===== config.mk =====
export PLATFORM = sky130hd
export DESIGN_NAME = fdtr_top
export DESIGN_NICKNAME = d
export VERILOG_FILES = /design/src/pkg/fdtr_pkg.sv /design/src/pkg/fdtr_xfer_if.sv /design/src/design/fdtr_decode.sv /design/src/design/fdtr_xfer.sv /design/src/design/fdtr_top.sv
export VERILOG_INCLUDE_DIRS = /design/src /design/src/pkg
export SDC_FILE = /design/constraint.sdc
export NUM_CORES = 1
export LEC_CHECK = 0
export BUFFER_PORTS_ARGS = -buffer_cell sky130_fd_sc_hd__buf_2
export CORE_ASPECT_RATIO = 0.5
export CORE_MARGIN = 8
export CORE_UTILIZATION = 54
export CTS_BUF_LIST = sky130_fd_sc_hd__clkbuf_4 sky130_fd_sc_hd__clkbuf_8
export CTS_CLUSTER_SIZE = 20
export DETAILED_ROUTE_END_ITERATION = 16
export PLACE_DENSITY = 0.75
export SKIP_CTS_REPAIR_TIMING = 1
export SLEW_MARGIN = 20
export SYNTH_ARGS = -nofsm -noshare
export SYNTH_HDL_FRONTEND = slang
export SYNTH_HIERARCHICAL = 1
export SYNTH_SLANG_ARGS = --single-unit

===== constraint.sdc =====
create_clock -name mclk_in -period 2 [get_ports mclk_in]
set_clock_uncertainty 0.05 [all_clocks]
set_input_delay 0.3 -clock mclk_in [delete_from_list [all_inputs] [get_ports mclk_in]]
set_output_delay 0.3 -clock mclk_in [all_outputs]
set_load 0.01 [all_outputs]

===== src/pkg/fdtr_params.svh =====
// Constants of the transfer-termination and result-phase block.
// Assumes inclusion by bare name from the decoder, engine, top and testbench modules.
`ifndef FDTR_PARAMS_SVH
`define FDTR_PARAMS_SVH
`define FDTR_ADDR_MSR       8'h00
`define FDTR_ADDR_DATA      8'h04
`define FDTR_ADDR_IST       8'h08
`define FDTR_ADDR_IMASK     8'h0c
`define FDTR_MSR_RFM        7
`define FDTR_MSR_DIO        6
`define FDTR_MSR_EXEC       5
`define FDTR_MSR_BUSY       4
`define FDTR_IRQ_RES        0
`define FDTR_IRQ_INV        1
`define FDTR_IRQ_ABN        2
`define FDTR_IST_RESET      3'h0
`define FDTR_IMASK_RESET    3'h7
`define FDTR_INVALID_RESULT 8'h80
`define FDTR_ST0_ABN        8'h40
`define FDTR_ST1_OVR        8'h10
`define FDTR_PARAM_BYTES    4'h8
`define FDTR_RESULT_BYTES   3'h7
`define FDTR_OP_READ        5'h06
`define FDTR_OP_WRITE       5'h05
`define FDTR_OP_READ_DEL    5'h0c
`define FDTR_PIDX_HEAD      0
`define FDTR_PIDX_C         1
`define FDTR_PIDX_H         2
`define FDTR_PIDX_R         3
`define FDTR_PIDX_N         4
`define FDTR_PIDX_EOT       5
`define FDTR_SECTOR_BYTES   512
`endif


===== src/pkg/fdtr_pkg.sv =====
// Types of the transfer-termination and result-phase block.
// Assumes nothing beyond the constants header.
package fdtr_pkg;
  typedef enum logic [2:0] {PH_CMD, PH_CMD_PROC, PH_EXEC, PH_RES, PH_RES_PROC} fdtr_phase_t;
  typedef enum logic [1:0] {CMD_READ, CMD_WRITE, CMD_READ_DEL, CMD_NONE} fdtr_cmd_t;
endpackage


===== src/pkg/fdtr_xfer_if.sv =====
// Signals between the phase sequencer and the transfer engine.
// Assumes both ends share one clock and reset.
`timescale 1ns/1ps
interface fdtr_xfer_if;
  logic       start;
  logic       write_dir;
  logic [7:0] first_sec;
  logic [7:0] end_of_track_sector;
  logic       tc;
  logic       under;
  logic       over;
  logic       drain;
  logic       done;
  logic       abnormal;
  logic       overrun_seen;
  logic       finishing;
  logic [7:0] last_sec;
  modport ctl (output start, write_dir, first_sec, end_of_track_sector, tc, under, over, drain,
               input  done, abnormal, overrun_seen, finishing, last_sec);
  modport eng (input  start, write_dir, first_sec, end_of_track_sector, tc, under, over, drain,
               output done, abnormal, overrun_seen, finishing, last_sec);
endinterface


===== src/design/fdtr_decode.sv =====
// Opcode decoder for the first command byte.
// Assumes the low five bits carry the command code.
`timescale 1ns/1ps
`include "fdtr_params.svh"
module fdtr_decode (
  // Command byte
  input  wire logic [7:0]        opcode_in,
  // Decode result
  output logic                   valid_out,
  output fdtr_pkg::fdtr_cmd_t    kind_out
);
  wire [4:0] code = opcode_in[4:0];
  assign kind_out  = (code == `FDTR_OP_READ)     ? fdtr_pkg::CMD_READ :
                     (code == `FDTR_OP_WRITE)    ? fdtr_pkg::CMD_WRITE :
                     (code == `FDTR_OP_READ_DEL) ? fdtr_pkg::CMD_READ_DEL :
                                                   fdtr_pkg::CMD_NONE;
  assign valid_out = (kind_out != fdtr_pkg::CMD_NONE);
endmodule


===== src/design/fdtr_xfer.sv =====
// Transfer engine: counts drained bytes and sectors and decides the end.
// Assumes drain pulses once per byte the device takes from its buffer side.
`timescale 1ns/1ps
`include "fdtr_params.svh"
module fdtr_xfer #(
  parameter int SECTOR_BYTES = `FDTR_SECTOR_BYTES
) (
  // Clock and reset
  input  wire logic clk_in,
  input  wire logic rst_n_in,
  // Sequencer side
  fdtr_xfer_if.eng  xf
);
  localparam int CW = $clog2(SECTOR_BYTES);
  logic          active_r;
  logic [CW-1:0] cnt_r;
  logic [7:0]    sec_r;
  logic          stop_r;
  logic          tcn_r;
  logic          imp_r;
  logic          ovr_r;
  logic          fin_r;
  logic          done_r;
  logic          abn_r;
  wire stop_any  = stop_r | xf.tc | xf.under | xf.over;
  wire tc_any    = tcn_r | xf.tc;
  wire imp_any   = imp_r | xf.under | xf.over;
  wire step      = active_r & (fin_r | xf.drain);
  wire last_byte = (cnt_r == CW'(SECTOR_BYTES - 1));
  wire eot_hit   = step & last_byte & (sec_r == xf.end_of_track_sector);
  wire stop_end  = step & last_byte & stop_any;
  wire stop_gap  = active_r & stop_any & (cnt_r == '0) & ~step;
  wire finish    = eot_hit | stop_end | stop_gap;
  always_ff @(posedge clk_in or negedge rst_n_in)
  begin
    if (!rst_n_in)
    begin
      active_r <= 1'b0;
      cnt_r    <= '0;
      sec_r    <= 8'h00;
      stop_r   <= 1'b0;
      tcn_r    <= 1'b0;
      imp_r    <= 1'b0;
      ovr_r    <= 1'b0;
      fin_r    <= 1'b0;
      done_r   <= 1'b0;
      abn_r    <= 1'b0;
    end
    else
    begin
      done_r <= finish;
      if (finish)
        abn_r <= (eot_hit & ~tc_any) | imp_any;
      if (xf.start)
      begin
        active_r <= 1'b1;
        cnt_r    <= '0;
        sec_r    <= xf.first_sec;
        stop_r   <= 1'b0;
        tcn_r    <= 1'b0;
        imp_r    <= 1'b0;
        ovr_r    <= 1'b0;
        fin_r    <= 1'b0;
      end
      else if (active_r)
      begin
        stop_r <= stop_any;
        tcn_r  <= tc_any;
        imp_r  <= imp_any;
        ovr_r  <= ovr_r | xf.over;
        fin_r  <= ~finish & stop_any & (step ? ~last_byte : (cnt_r != '0));
        if (finish)
          active_r <= 1'b0;
        else if (step)
        begin
          cnt_r <= last_byte ? '0 : cnt_r + 1'b1;
          if (last_byte)
            sec_r <= sec_r + 8'h01;
        end
      end
    end
  end
  assign xf.done         = done_r;
  assign xf.abnormal     = abn_r;
  assign xf.overrun_seen = ovr_r;
  assign xf.finishing    = fin_r;
  assign xf.last_sec     = sec_r;
endmodule


===== src/design/fdtr_top.sv =====
// Command, execution and result phase sequencer with an APB register slave.
// Assumes an APB master on mclk_in and buffer-side strobes synchronous to it.
`timescale 1ns/1ps
`include "fdtr_params.svh"
module fdtr_top #(
  parameter int SECTOR_BYTES = `FDTR_SECTOR_BYTES
) (
  // Clock and reset
  input  wire logic        mclk_in,
  input  wire logic        rst_n_in,
  // APB slave
  input  wire logic [7:0]  paddr_in,
  input  wire logic        psel_in,
  input  wire logic        penable_in,
  input  wire logic        pwrite_in,
  input  wire logic [31:0] pwdata_in,
  output logic      [31:0] prdata_out,
  output logic             pready_out,
  output logic             pslverr_out,
  // Transfer events
  input  wire logic        terminal_count_input_in,
  input  wire logic        underrun_in,
  input  wire logic        overrun_in,
  input  wire logic        drain_in,
  // Interrupt
  output logic             irq_out
);
  logic                  rst_s1_r;
  logic                  rst_n;
  fdtr_pkg::fdtr_phase_t phase_r;
  fdtr_pkg::fdtr_cmd_t   cmd_r;
  logic                  busy_r;
  logic                  invalid_r;
  logic [3:0]            byte_idx_r;
  logic [2:0]            res_idx_r;
  logic [2:0]            res_cnt_r;
  logic [7:0]            param_mem [0:7];
  logic [7:0]            res_mem [0:6];
  logic [2:0]            ist_r;
  logic [2:0]            ist_nxt;
  logic [2:0]            imask_r;
  logic [31:0]           prdata_r;
  logic                  start_r;
  logic                  dec_valid;
  fdtr_pkg::fdtr_cmd_t   dec_kind;
  fdtr_xfer_if           xf ();

  // Reset release through two flip-flops.
  always_ff @(posedge mclk_in or negedge rst_n_in)
  begin
    if (!rst_n_in)
    begin
      rst_s1_r <= 1'b0;
      rst_n    <= 1'b0;
    end
    else
    begin
      rst_s1_r <= 1'b1;
      rst_n    <= rst_s1_r;
    end
  end

  // Bus decode.
  wire setup     = psel_in & ~penable_in;
  wire acc       = psel_in & penable_in;
  wire sel_msr   = (paddr_in == `FDTR_ADDR_MSR);
  wire sel_data  = (paddr_in == `FDTR_ADDR_DATA);
  wire sel_ist   = (paddr_in == `FDTR_ADDR_IST);
  wire sel_imask = (paddr_in == `FDTR_ADDR_IMASK);
  wire mapped    = sel_msr | sel_data | sel_ist | sel_imask;
  wire wr_acc    = acc & pwrite_in & mapped;
  wire rd_acc    = acc & ~pwrite_in & mapped;
  wire data_wr   = wr_acc & sel_data & (phase_r == fdtr_pkg::PH_CMD);
  wire data_rd   = rd_acc & sel_data & (phase_r == fdtr_pkg::PH_RES);
  wire ist_wr    = wr_acc & sel_ist;

  // Status word.
  wire rfm  = (phase_r == fdtr_pkg::PH_CMD) | (phase_r == fdtr_pkg::PH_RES);
  wire data_direction_flag  = (phase_r == fdtr_pkg::PH_RES);
  wire exec = (phase_r == fdtr_pkg::PH_EXEC);
  wire [7:0] main_status_word = {rfm, data_direction_flag, exec, busy_r, 4'h0};

  wire last_param = (byte_idx_r == `FDTR_PARAM_BYTES + 4'h1);
  wire res_done   = (res_idx_r == res_cnt_r);
  wire [7:0] st0  = (xf.abnormal ? `FDTR_ST0_ABN : 8'h00)
                    | {5'h00, param_mem[`FDTR_PIDX_HEAD][2:0]};
  wire [7:0] st1  = xf.overrun_seen ? `FDTR_ST1_OVR : 8'h00;
  wire xfer_end   = (phase_r == fdtr_pkg::PH_EXEC) & xf.done;
  wire inv_enter  = (phase_r == fdtr_pkg::PH_CMD_PROC) & invalid_r;

  fdtr_decode u_decode (
    .opcode_in (pwdata_in[7:0]),
    .valid_out (dec_valid),
    .kind_out  (dec_kind)
  );

  assign xf.start     = start_r;
  assign xf.write_dir = (cmd_r == fdtr_pkg::CMD_WRITE);
  assign xf.first_sec = param_mem[`FDTR_PIDX_R];
  assign xf.end_of_track_sector       = param_mem[`FDTR_PIDX_EOT];
  assign xf.tc        = terminal_count_input_in;
  assign xf.under     = underrun_in;
  assign xf.over      = overrun_in;
  assign xf.drain     = drain_in;

  fdtr_xfer #(
    .SECTOR_BYTES (SECTOR_BYTES)
  ) u_xfer (
    .clk_in   (mclk_in),
    .rst_n_in (rst_n),
    .xf       (xf)
  );

  // Phase sequencer.
  always_ff @(posedge mclk_in or negedge rst_n)
  begin
    if (!rst_n)
    begin
      phase_r    <= fdtr_pkg::PH_CMD;
      cmd_r      <= fdtr_pkg::CMD_NONE;
      busy_r     <= 1'b0;
      invalid_r  <= 1'b0;
      byte_idx_r <= 4'h0;
      res_idx_r  <= 3'h0;
      res_cnt_r  <= 3'h0;
      start_r    <= 1'b0;
    end
    else
    begin
      start_r <= 1'b0;
      unique case (phase_r)
        fdtr_pkg::PH_CMD:
          if (data_wr)
          begin
            byte_idx_r <= byte_idx_r + 4'h1;
            phase_r    <= fdtr_pkg::PH_CMD_PROC;
            if (byte_idx_r == 4'h0)
            begin
              busy_r    <= 1'b1;
              cmd_r     <= dec_kind;
              invalid_r <= ~dec_valid;
            end
          end
        fdtr_pkg::PH_CMD_PROC:
          if (invalid_r)
          begin
            res_idx_r <= 3'h0;
            res_cnt_r <= 3'h1;
            phase_r   <= fdtr_pkg::PH_RES;
          end
          else if (last_param)
          begin
            start_r <= 1'b1;
            phase_r <= fdtr_pkg::PH_EXEC;
          end
          else
            phase_r <= fdtr_pkg::PH_CMD;
        fdtr_pkg::PH_EXEC:
          if (xf.done)
          begin
            res_idx_r <= 3'h0;
            res_cnt_r <= `FDTR_RESULT_BYTES;
            phase_r   <= fdtr_pkg::PH_RES;
          end
        fdtr_pkg::PH_RES:
          if (data_rd)
          begin
            res_idx_r <= res_idx_r + 3'h1;
            phase_r   <= fdtr_pkg::PH_RES_PROC;
          end
        fdtr_pkg::PH_RES_PROC:
          if (res_done)
          begin
            busy_r     <= 1'b0;
            invalid_r  <= 1'b0;
            byte_idx_r <= 4'h0;
            phase_r    <= fdtr_pkg::PH_CMD;
          end
          else
            phase_r <= fdtr_pkg::PH_RES;
        default:
          phase_r <= fdtr_pkg::PH_CMD;
      endcase
    end
  end

  // Parameter and result storage.
  always_ff @(posedge mclk_in)
  begin
    if (data_wr && byte_idx_r != 4'h0)
      param_mem[byte_idx_r[2:0] - 3'h1] <= pwdata_in[7:0];
    if (inv_enter)
      res_mem[0] <= `FDTR_INVALID_RESULT;
    if (xfer_end)
    begin
      res_mem[0] <= st0;
      res_mem[1] <= st1;
      res_mem[2] <= 8'h00;
      res_mem[3] <= param_mem[`FDTR_PIDX_C];
      res_mem[4] <= param_mem[`FDTR_PIDX_H];
      res_mem[5] <= xf.last_sec;
      res_mem[6] <= param_mem[`FDTR_PIDX_N];
    end
  end

  // Sticky interrupt status; a set in the same cycle as a clear wins.
  wire [2:0] ist_set = {xfer_end & xf.abnormal, inv_enter, xfer_end};
  wire       first_rd = data_rd & (res_idx_r == 3'h0);
  wire [2:0] ist_clr = (ist_wr ? pwdata_in[2:0] : 3'h0) | {2'b00, first_rd};
  assign ist_nxt = (ist_r & ~ist_clr) | ist_set;

  always_ff @(posedge mclk_in or negedge rst_n)
  begin
    if (!rst_n)
    begin
      ist_r   <= `FDTR_IST_RESET;
      imask_r <= `FDTR_IMASK_RESET;
    end
    else
    begin
      ist_r <= ist_nxt;
      if (wr_acc && sel_imask)
        imask_r <= pwdata_in[2:0];
    end
  end

  // Read data is captured in the setup cycle.
  wire [31:0] rd_mux = sel_msr   ? {24'h0, main_status_word} :
                       sel_data  ? (data_direction_flag ? {24'h0, res_mem[res_idx_r]} : 32'h0) :
                       sel_ist   ? {29'h0, ist_r} :
                       sel_imask ? {29'h0, imask_r} : 32'h0;

  always_ff @(posedge mclk_in or negedge rst_n)
  begin
    if (!rst_n)
      prdata_r <= 32'h0;
    else if (setup && !pwrite_in)
      prdata_r <= rd_mux;
  end

  assign prdata_out  = prdata_r;
  assign pready_out  = 1'b1;
  assign pslverr_out = acc & ~mapped;
  assign irq_out     = |(ist_r & imask_r);

  // Checks.
  property p_end_to_result;
    @(posedge mclk_in) disable iff (!rst_n)
    xfer_end |=> (phase_r == fdtr_pkg::PH_RES) && rfm && data_direction_flag && busy_r;
  endproperty
  a_end_to_result: assert property (p_end_to_result)
    else $error("transfer end did not open the result phase");

  property p_tc_finishes;
    @(posedge mclk_in) disable iff (!rst_n)
    (exec && terminal_count_input_in && !xf.done) |-> ##[1:600] xf.done;
  endproperty
  a_tc_finishes: assert property (p_tc_finishes)
    else $error("terminal count did not end the transfer in time");

  property p_st0_status;
    @(posedge mclk_in) disable iff (!rst_n)
    xfer_end |=> (res_mem[0][6] == $past(xf.abnormal)) && (res_mem[5] == $past(xf.last_sec));
  endproperty
  a_st0_status: assert property (p_st0_status)
    else $error("result status does not match the ending");

  property p_no_count_idle;
    @(posedge mclk_in) disable iff (!rst_n)
    (exec && !drain_in && !xf.finishing && !terminal_count_input_in && !underrun_in
     && !overrun_in && !xf.done) |=> !xf.done;
  endproperty
  a_no_count_idle: assert property (p_no_count_idle)
    else $error("transfer ended without a drained byte or stop");

  property p_irq_start;
    @(posedge mclk_in) disable iff (!rst_n)
    (xfer_end && imask_r[`FDTR_IRQ_RES]) |=> irq_out;
  endproperty
  a_irq_start: assert property (p_irq_start)
    else $error("no interrupt at result phase start");

  property p_irq_hold;
    @(posedge mclk_in) disable iff (!rst_n)
    (ist_r[0] && !first_rd && !(ist_wr && pwdata_in[0])) |=> ist_r[0];
  endproperty
  a_irq_hold: assert property (p_irq_hold)
    else $error("result interrupt dropped before the first read");

  property p_ready_again;
    @(posedge mclk_in) disable iff (!rst_n)
    (phase_r == fdtr_pkg::PH_RES_PROC && res_done) |=> rfm && !data_direction_flag && !busy_r;
  endproperty
  a_ready_again: assert property (p_ready_again)
    else $error("status not ready for a command after results");

  property p_ignore_write;
    @(posedge mclk_in) disable iff (!rst_n)
    (wr_acc && sel_data && phase_r != fdtr_pkg::PH_CMD
     && !(phase_r == fdtr_pkg::PH_RES_PROC && res_done)) |=> $stable(byte_idx_r);
  endproperty
  a_ignore_write: assert property (p_ignore_write)
    else $error("command byte taken outside the command phase");

  property p_bad_opcode;
    @(posedge mclk_in) disable iff (!rst_n)
    (data_wr && byte_idx_r == 4'h0 && !dec_valid) |=> invalid_r ##1 !exec;
  endproperty
  a_bad_opcode: assert property (p_bad_opcode)
    else $error("invalid opcode was not flagged");

  property p_invalid_status;
    @(posedge mclk_in) disable iff (!rst_n)
    inv_enter |=> rfm && data_direction_flag && busy_r && (res_mem[0] == 8'h80) && (res_cnt_r == 3'h1);
  endproperty
  a_invalid_status: assert property (p_invalid_status)
    else $error("invalid opcode result not presented");

  property p_invalid_return;
    @(posedge mclk_in) disable iff (!rst_n)
    (data_rd && invalid_r) |=> ##1 (phase_r == fdtr_pkg::PH_CMD) && !busy_r;
  endproperty
  a_invalid_return: assert property (p_invalid_return)
    else $error("no return to command phase after invalid result");

  property p_rfm_drop;
    @(posedge mclk_in) disable iff (!rst_n)
    data_wr |=> !rfm;
  endproperty
  a_rfm_drop: assert property (p_rfm_drop)
    else $error("request bit stayed high after a command write");

  c_invalid: cover property (@(posedge mclk_in) disable iff (!rst_n) inv_enter);
  c_normal_end: cover property (@(posedge mclk_in) disable iff (!rst_n)
    xfer_end && !xf.abnormal);
  c_abnormal_end: cover property (@(posedge mclk_in) disable iff (!rst_n)
    xfer_end && xf.abnormal);
  c_results_read: cover property (@(posedge mclk_in) disable iff (!rst_n)
    phase_r == fdtr_pkg::PH_RES_PROC && res_done && !invalid_r);
endmodule


==> results of run 1 <==
power groups by stage:
stage	logic, mW	registers (mW)	clock network [mW]
after CTS	0.860	3.12	2.46
after global routing	1.01	3.13	2.57
final	0.926	3.12	2.42
after floorplan	0.486	3.21	0
after detailed placement	0.839	3.18	0
after global placement	0.813	3.18	0
cell usage in the layout (no fill, tap or decap), types with 14 or more instances in the layout:
cell / n
edfxtp_1: 81
buf_4: 54
dfrtp_1: 52
nand2_1: 36
buf_2: 34
conb_1: 26
nor2_1: 25
o21ai_0: 20
a21oi_1: 19
clkbuf_8: 17
inv_1: 14
mux2i_1: 14
how the worst max path moves through the flow:
stage	from	endpoint	slack, ns
floorplan	u_xfer/cnt_r[0]	u_xfer/xf.last_sec[6]	-0.43
global placement	u_xfer/cnt_r[1]	u_xfer/xf.last_sec[3]	-0.29
detailed placement	u_xfer/cnt_r[1]	u_xfer/xf.last_sec[2]	-0.37
CTS	u_xfer/cnt_r[1]	u_xfer/xf.last_sec[2]	-0.39
global route	u_xfer/cnt_r[0]	u_xfer/xf.abnormal	-0.39
finish	u_xfer/cnt_r[0]	u_xfer/xf.abnormal	-0.31
worst max-delay path, delay by kind of cell (launching register included):
| kind | cells | cell delay, ns |
|---|---|---|
| and+or+nand+nor | 1 | 0.42 |
| muxes | 1 | 0.36 |
| AOI/OAI and AO/OA | 2 | 0.56 |
| DFF | 1 | 0.41 |
| adders and majority gates | 1 | 0.16 |
| buffers and inverters | 2 | 0.23 |
flip-flops by register name, indices dropped and copies added, names as in the netlist, 2 cells and up:
| signal | flops |
|---|---|
| res_mem | 38 |
| imask_r | 3 |
| phase_r | 3 |
| res_cnt_r | 2 |
| u_xfer/xf.last_sec | 8 |
| ist_r | 3 |
| prdata_out | 8 |
| param_mem | 43 |
| u_xfer/cnt_r | 9 |
| res_idx_r | 3 |
| byte_idx_r | 4 |
through the flow:
step / instance area, sq um / setup TNS [ns] / setup WS (ns) / util, %
floorplan: 6590 / -9.68 / -0.432 / -
global route: 7790 / -5.09 / -0.387 / 66.8
CTS: 7620 / -5.13 / -0.387 / 65.3
global placement: 7200 / -14.06 / -0.290 / 61.7
finish: 7790 / -2.78 / -0.313 / 66.8
detailed placement: 7200 / -15.55 / -0.374 / 61.7
metal layers:
metal,wire [um],vias up
met5,0,-
met4,269,0
met1,6210,2134
met3,1110,24
li1,-,2057
met2,6640,178
area by class of cell:
| cell class | instances | area (sq um) | share of cell area (%) |
|---|---|---|---|
| Clock buffer | 19 | 249 | 3.20 |
| Clock inverter | 13 | 175 | 2.25 |
| Inverter | 16 | 63.8 | 0.819 |
| Multi-Input combinational cell | 342 | 2500 | 32.1 |
| Sequential cell | 137 | 3840 | 49.3 |
| Tap cell | 165 | 206 | 2.65 |
| Timing Repair Buffer | 99 | 759 | 9.75 |
==> impl_metrics.csv, run 1 <==
group,metric,value,unit
worst_setup_path,startpoint_type,"register",
grt,grt_max_degree,55,
worst_setup_path,rr_startpoint,"u_xfer/cnt_r[0]",
floorplan,rows,28,
cts,numCtsBuffers,17,
hold_path,hold_path.class,"in2reg",
floorplan,ioPinCount,84,
sta,period_minus_slack,2.31,ns
floorplan,die_x,170,um
sta,worst_hold_slack,0.0625,ns
grt,grt_pass1_wl,22700,um
routing,ant_nets,0,
grt,antenna_found_initial,0,
worst_setup_path,path_cells,"buf_4 -> inv_1 -> ha_1 -> nor4b_1 -> a31oi_2 -> o32ai_2 -> mux2_1",
final_layout,stdcell_count,791,
placed_design,dp.cells,754,
hold_path,hold_start,"pwdata_in[7]",
routing,wire_per_inst,18.0,um
grt,met2_usage,30.0,%
logic_synthesis,syn-mean-instance-area,12.3,sq um
placed_design,io_buffers,34,
sta,slew_viol_final,0,
power,internal-power,4.85,mW
grt,first_global_vias,4457,
worst_setup_path,required,2.27,ns
floorplan,start_util,54.8,%
cts,clock_latency,0.44,ns
floorplan,die_y,92.9,um
sta,rsz0062_at_grt,"true",
sta,worst_slack,-0.313,ns
final_layout,area_growth_syn_to_layout,21.9,%
logic_synthesis,yosys_warnings,6,
grt,busiest_layer,"met2",
final_layout,drive_above_1_share,31.3,%
cts,path_clk_slew,0.07,ns
routing,drt-initial-drc-count,330,
routing,wl,14200,um
worst_setup_path,r2r_slack,-0.31,ns
routing,num_vias,4393,
outcome,violations,"negative setup slack",
worst_setup_path,r2r_end,"u_xfer/xf.abnormal",
worst_setup_path,rr_worst_depth,7,
power,p_clk_share,37.4,%
sta,period_share,116,%
cts,cts_root_buf,"clkbuf_8",
routing,drc,0,
grt,grt_overflow,0,
power,pwr-share-comb,14.3,%
worst_setup_path,critical_path_class,"reg2reg",
grt,use_met3,5.94,%
worst_setup_path,arrival,2.58,ns
final_layout,fillers,848,
grt,gr-usage-all-layers,18.4,%
sta,setup_viol,20,
routing,drt_pass1_iterations,5,
power,p_switching,1.61,mW
cts,clock-sinks,137,
cts,cts_buffer_depth,2,
final_layout,diodes,0,
power,p_leak,3.11,nW
sta,worstMarginPinSlew,0.642,ns
worst_setup_path,cpPeakStageDelay,0.42,ns
worst_setup_path,cp-end-kind,"register",
power,pwr-share-seq,48.3,%
floorplan,fp.dieArea,15800,sq um
cts,cts_tree,"yes",
power,p_per_area,830,nW/um^2
outcome,status,"complete, but fails checks",
power,switching_share,24.9,%
sta,hold_violations,0,
placed_design,routabilityCongestion,0.849,
final_layout,num-nets-final,671,
flow_run,cap_violations,0,
placed_design,hpwl,9950,um
power,total_power,6.47,mW
floorplan,core,11700,sq um
hold_path,whs_endpoint,"param_mem[4][7]",
sta,fmax,432,MHz
logic_synthesis,synthesis.area,6390,sq um
cts,ctsHtreeMaxLevel,4,
worst_setup_path,critical_path_peak_fanout,4,
hold_path,worst_hold_path.num_cells,1,
power,vdd_drop_max,0.438,mV
grt,grt_util_met1,22.7,%
sta,slew_headroom,57.2,%
worst_setup_path,cp_slowest_cell,"nor4b_1",
routing,viasPerCell,5.55,
logic_synthesis,syn_inst,518,
Power figures use the tool's default switching activity.
==> inputs of run 2 (changes only) <==
Settings changed: CORE_ASPECT_RATIO 0.5 to 0.75, MAX_ROUTING_LAYER from default to met4.
==> run 2 against run 1 <==
Cell count rose by 0.38%; via count is 2.8% higher; sequential power rose by 2%; routed wire length is 6.6% higher; design area is 0.82% lower; the run still ends with negative setup slack left.
==> impl_metrics.csv, run 2 (synthesized netlist as in run 1, its figures left out) <==
group,metric,value,unit
grt,gr-usage-all-layers,20.3,%
routing,drt-initial-drc-count,453,
sta,period_minus_slack,2.29,ns
final_layout,final_area,7730,sq um
final_layout,diodes,0,
floorplan,die_y,110,um
routing,drt_pass1_iterations,5,
cts,cts_root_buf,"clkbuf_8",
routing,wire_per_inst,19.1,um
worst_setup_path,cpPeakStageDelay,0.36,ns
hold_path,worst_hold_path.num_cells,1,
cts,cts_buffer_depth,2,
power,vdd_drop_max,0.486,mV
power,total_power,6.06,mW
floorplan,rows,34,
floorplan,fp.dieArea,15600,sq um
grt,first_global_vias,4396,
worst_setup_path,path_cells,"ha_2 -> nand3_2 -> or2_4 -> nor2_4 -> ha_4 -> buf_6 -> o21a_1 -> a31oi_2 -> o32ai_2 -> mux2_1",
worst_setup_path,cp-end-kind,"register",
cts,clock-sinks,137,
sta,worst_hold_slack,0.0674,ns
hold_path,hold_start,"pwdata_in[6]",
worst_setup_path,critical_path_class,"reg2reg",
sta,period_share,115,%
sta,hold_violations,0,
grt,grt_overflow,0,
routing,num_vias,4514,
final_layout,fillers,836,
routing,drc,0,
sta,slew_headroom,60.7,%
final_layout,num-nets-final,677,
grt,grt_pass1_wl,23200,um
hold_path,whs_endpoint,"param_mem[4][6]",
placed_design,hpwl,10800,um
final_layout,drive_above_1_share,31.5,%
cts,numCtsBuffers,17,
routing,viasPerCell,5.69,
sta,slew_viol_final,0,
floorplan,ioPinCount,84,
grt,antenna_found_initial,0,
worst_setup_path,required,2.27,ns
cts,path_clk_slew,0.07,ns
worst_setup_path,cp_slowest_cell,"dfrtp_1",
outcome,status,"complete, but fails checks",
worst_setup_path,r2r_end,"u_xfer/xf.abnormal",
worst_setup_path,startpoint_type,"register",
sta,fmax,436,MHz
routing,ant_nets,0,
final_layout,layout_commonest_cell,"edfxtp_1",
placed_design,routabilityCongestion,0.902,
placed_design,dp_worst_setup_slack,-0.421,ns
cts,clock_latency,0.43,ns
floorplan,core,11600,sq um
cts,cts_tree,"yes",
final_layout,area_growth_syn_to_layout,20.9,%
cts,ctsHtreeMaxLevel,4,
placed_design,post_dp_cell_area,7190,sq um
sta,rsz0062_at_grt,"true",
worst_setup_path,rr_startpoint,"u_xfer/cnt_r[0]",
placed_design,io_buffers,34,
floorplan,die_x,142,um
final_layout,largest_reg_flops,43,
flow_run,cap_violations,0,
power,p_per_area,784,nW/um^2
outcome,violations,"negative setup slack",
sta,setup_viol,20,
grt,grt_max_degree,34,
sta,worstMarginPinSlew,0.586,ns
worst_setup_path,arrival,2.56,ns
final_layout,most-common-layout-cells,"edfxtp_1, buf_4, dfrtp_1",
sta,worst_slack,-0.295,ns
power,p_leak,3.10,nW
worst_setup_path,critical_path_peak_fanout,4,
hold_path,hold_path.class,"in2reg",
worst_setup_path,rr_worst_depth,10,
floorplan,start_util,55.2,%
routing,wl,15200,um
worst_setup_path,r2r_slack,-0.29,ns
run 2: cell count changes in the layout (fill, tap and decap cells not counted), sizes merged:
| cell | delta |
|---|---|
| clkbuf | -2 |
| bufinv | -3 |
| inv | -1 |
| clkinvlp | +1 |
| buf | +6 |
| clkinv | +5 |
run 2: critical path, delay by kind of cell, from the launching register on:
kind                     cells  cell delay, ns
buffers and inverters        1            0.10
AND/OR/NAND/NOR              3            0.44
multiplexers                 1            0.34
AO/OA/AOI/OAI                3            0.55
adder cells (fa/ha/maj)      2            0.34
flip-flops                   1            0.36
run 2: layout make-up:
class / count / area, sq um / share of cell area, %
flip-flops and latches: 137 / 3840 / 49.7
multi-input cells: 342 / 2490 / 32.2
repair buffers: 105 / 787 / 10.2
clock buffers: 17 / 234 / 3.03
well taps: 162 / 203 / 2.62
clock inverters: 15 / 110 / 1.42
inverters: 16 / 63.8 / 0.826
run 2: how the worst max path moves through the flow:
stage	start	endpoint	cells past startpoint
global placement	u_xfer/cnt_r[1]	u_xfer/xf.last_sec[7]	10
detailed placement	u_xfer/cnt_r[1]	u_xfer/xf.last_sec[2]	10
CTS	u_xfer/cnt_r[1]	u_xfer/xf.last_sec[2]	10
finish	u_xfer/cnt_r[0]	u_xfer/xf.abnormal	10
global route	u_xfer/cnt_r[1]	u_xfer/xf.abnormal	10
floorplan	u_xfer/cnt_r[0]	u_xfer/xf.last_sec[6]	12
run 2: metal layers:
metal,vias to the layer above,GRT usage (%),wire [um]
met3,14,5.90,1360
met2,204,28.5,6580
met5,-,-,0
met4,0,5.88,134
li1,2070,-,-
met1,2226,28.2,7100
run 2: report_power, final:
part / leakage (nW) / total [mW] / switching, mW / internal, mW
registers: 1.43 / 3.17 / 0.0962 / 3.07
logic: 1.50 / 0.899 / 0.501 / 0.398
clock network: 0.171 / 1.99 / 1.04 / 0.954
total: 3.10 / 6.06 / 1.63 / 4.42
run 2: per-stage QoR:
stage	util (%)	setup TNS (ns)	cells
detailed placement	62.1	-17.13	754
CTS	65.1	-5.83	786
finish	66.8	-3.94	794
global placement	62.1	-14.12	754
floorplan	-	-9.68	542
global route	66.8	-5.78	794
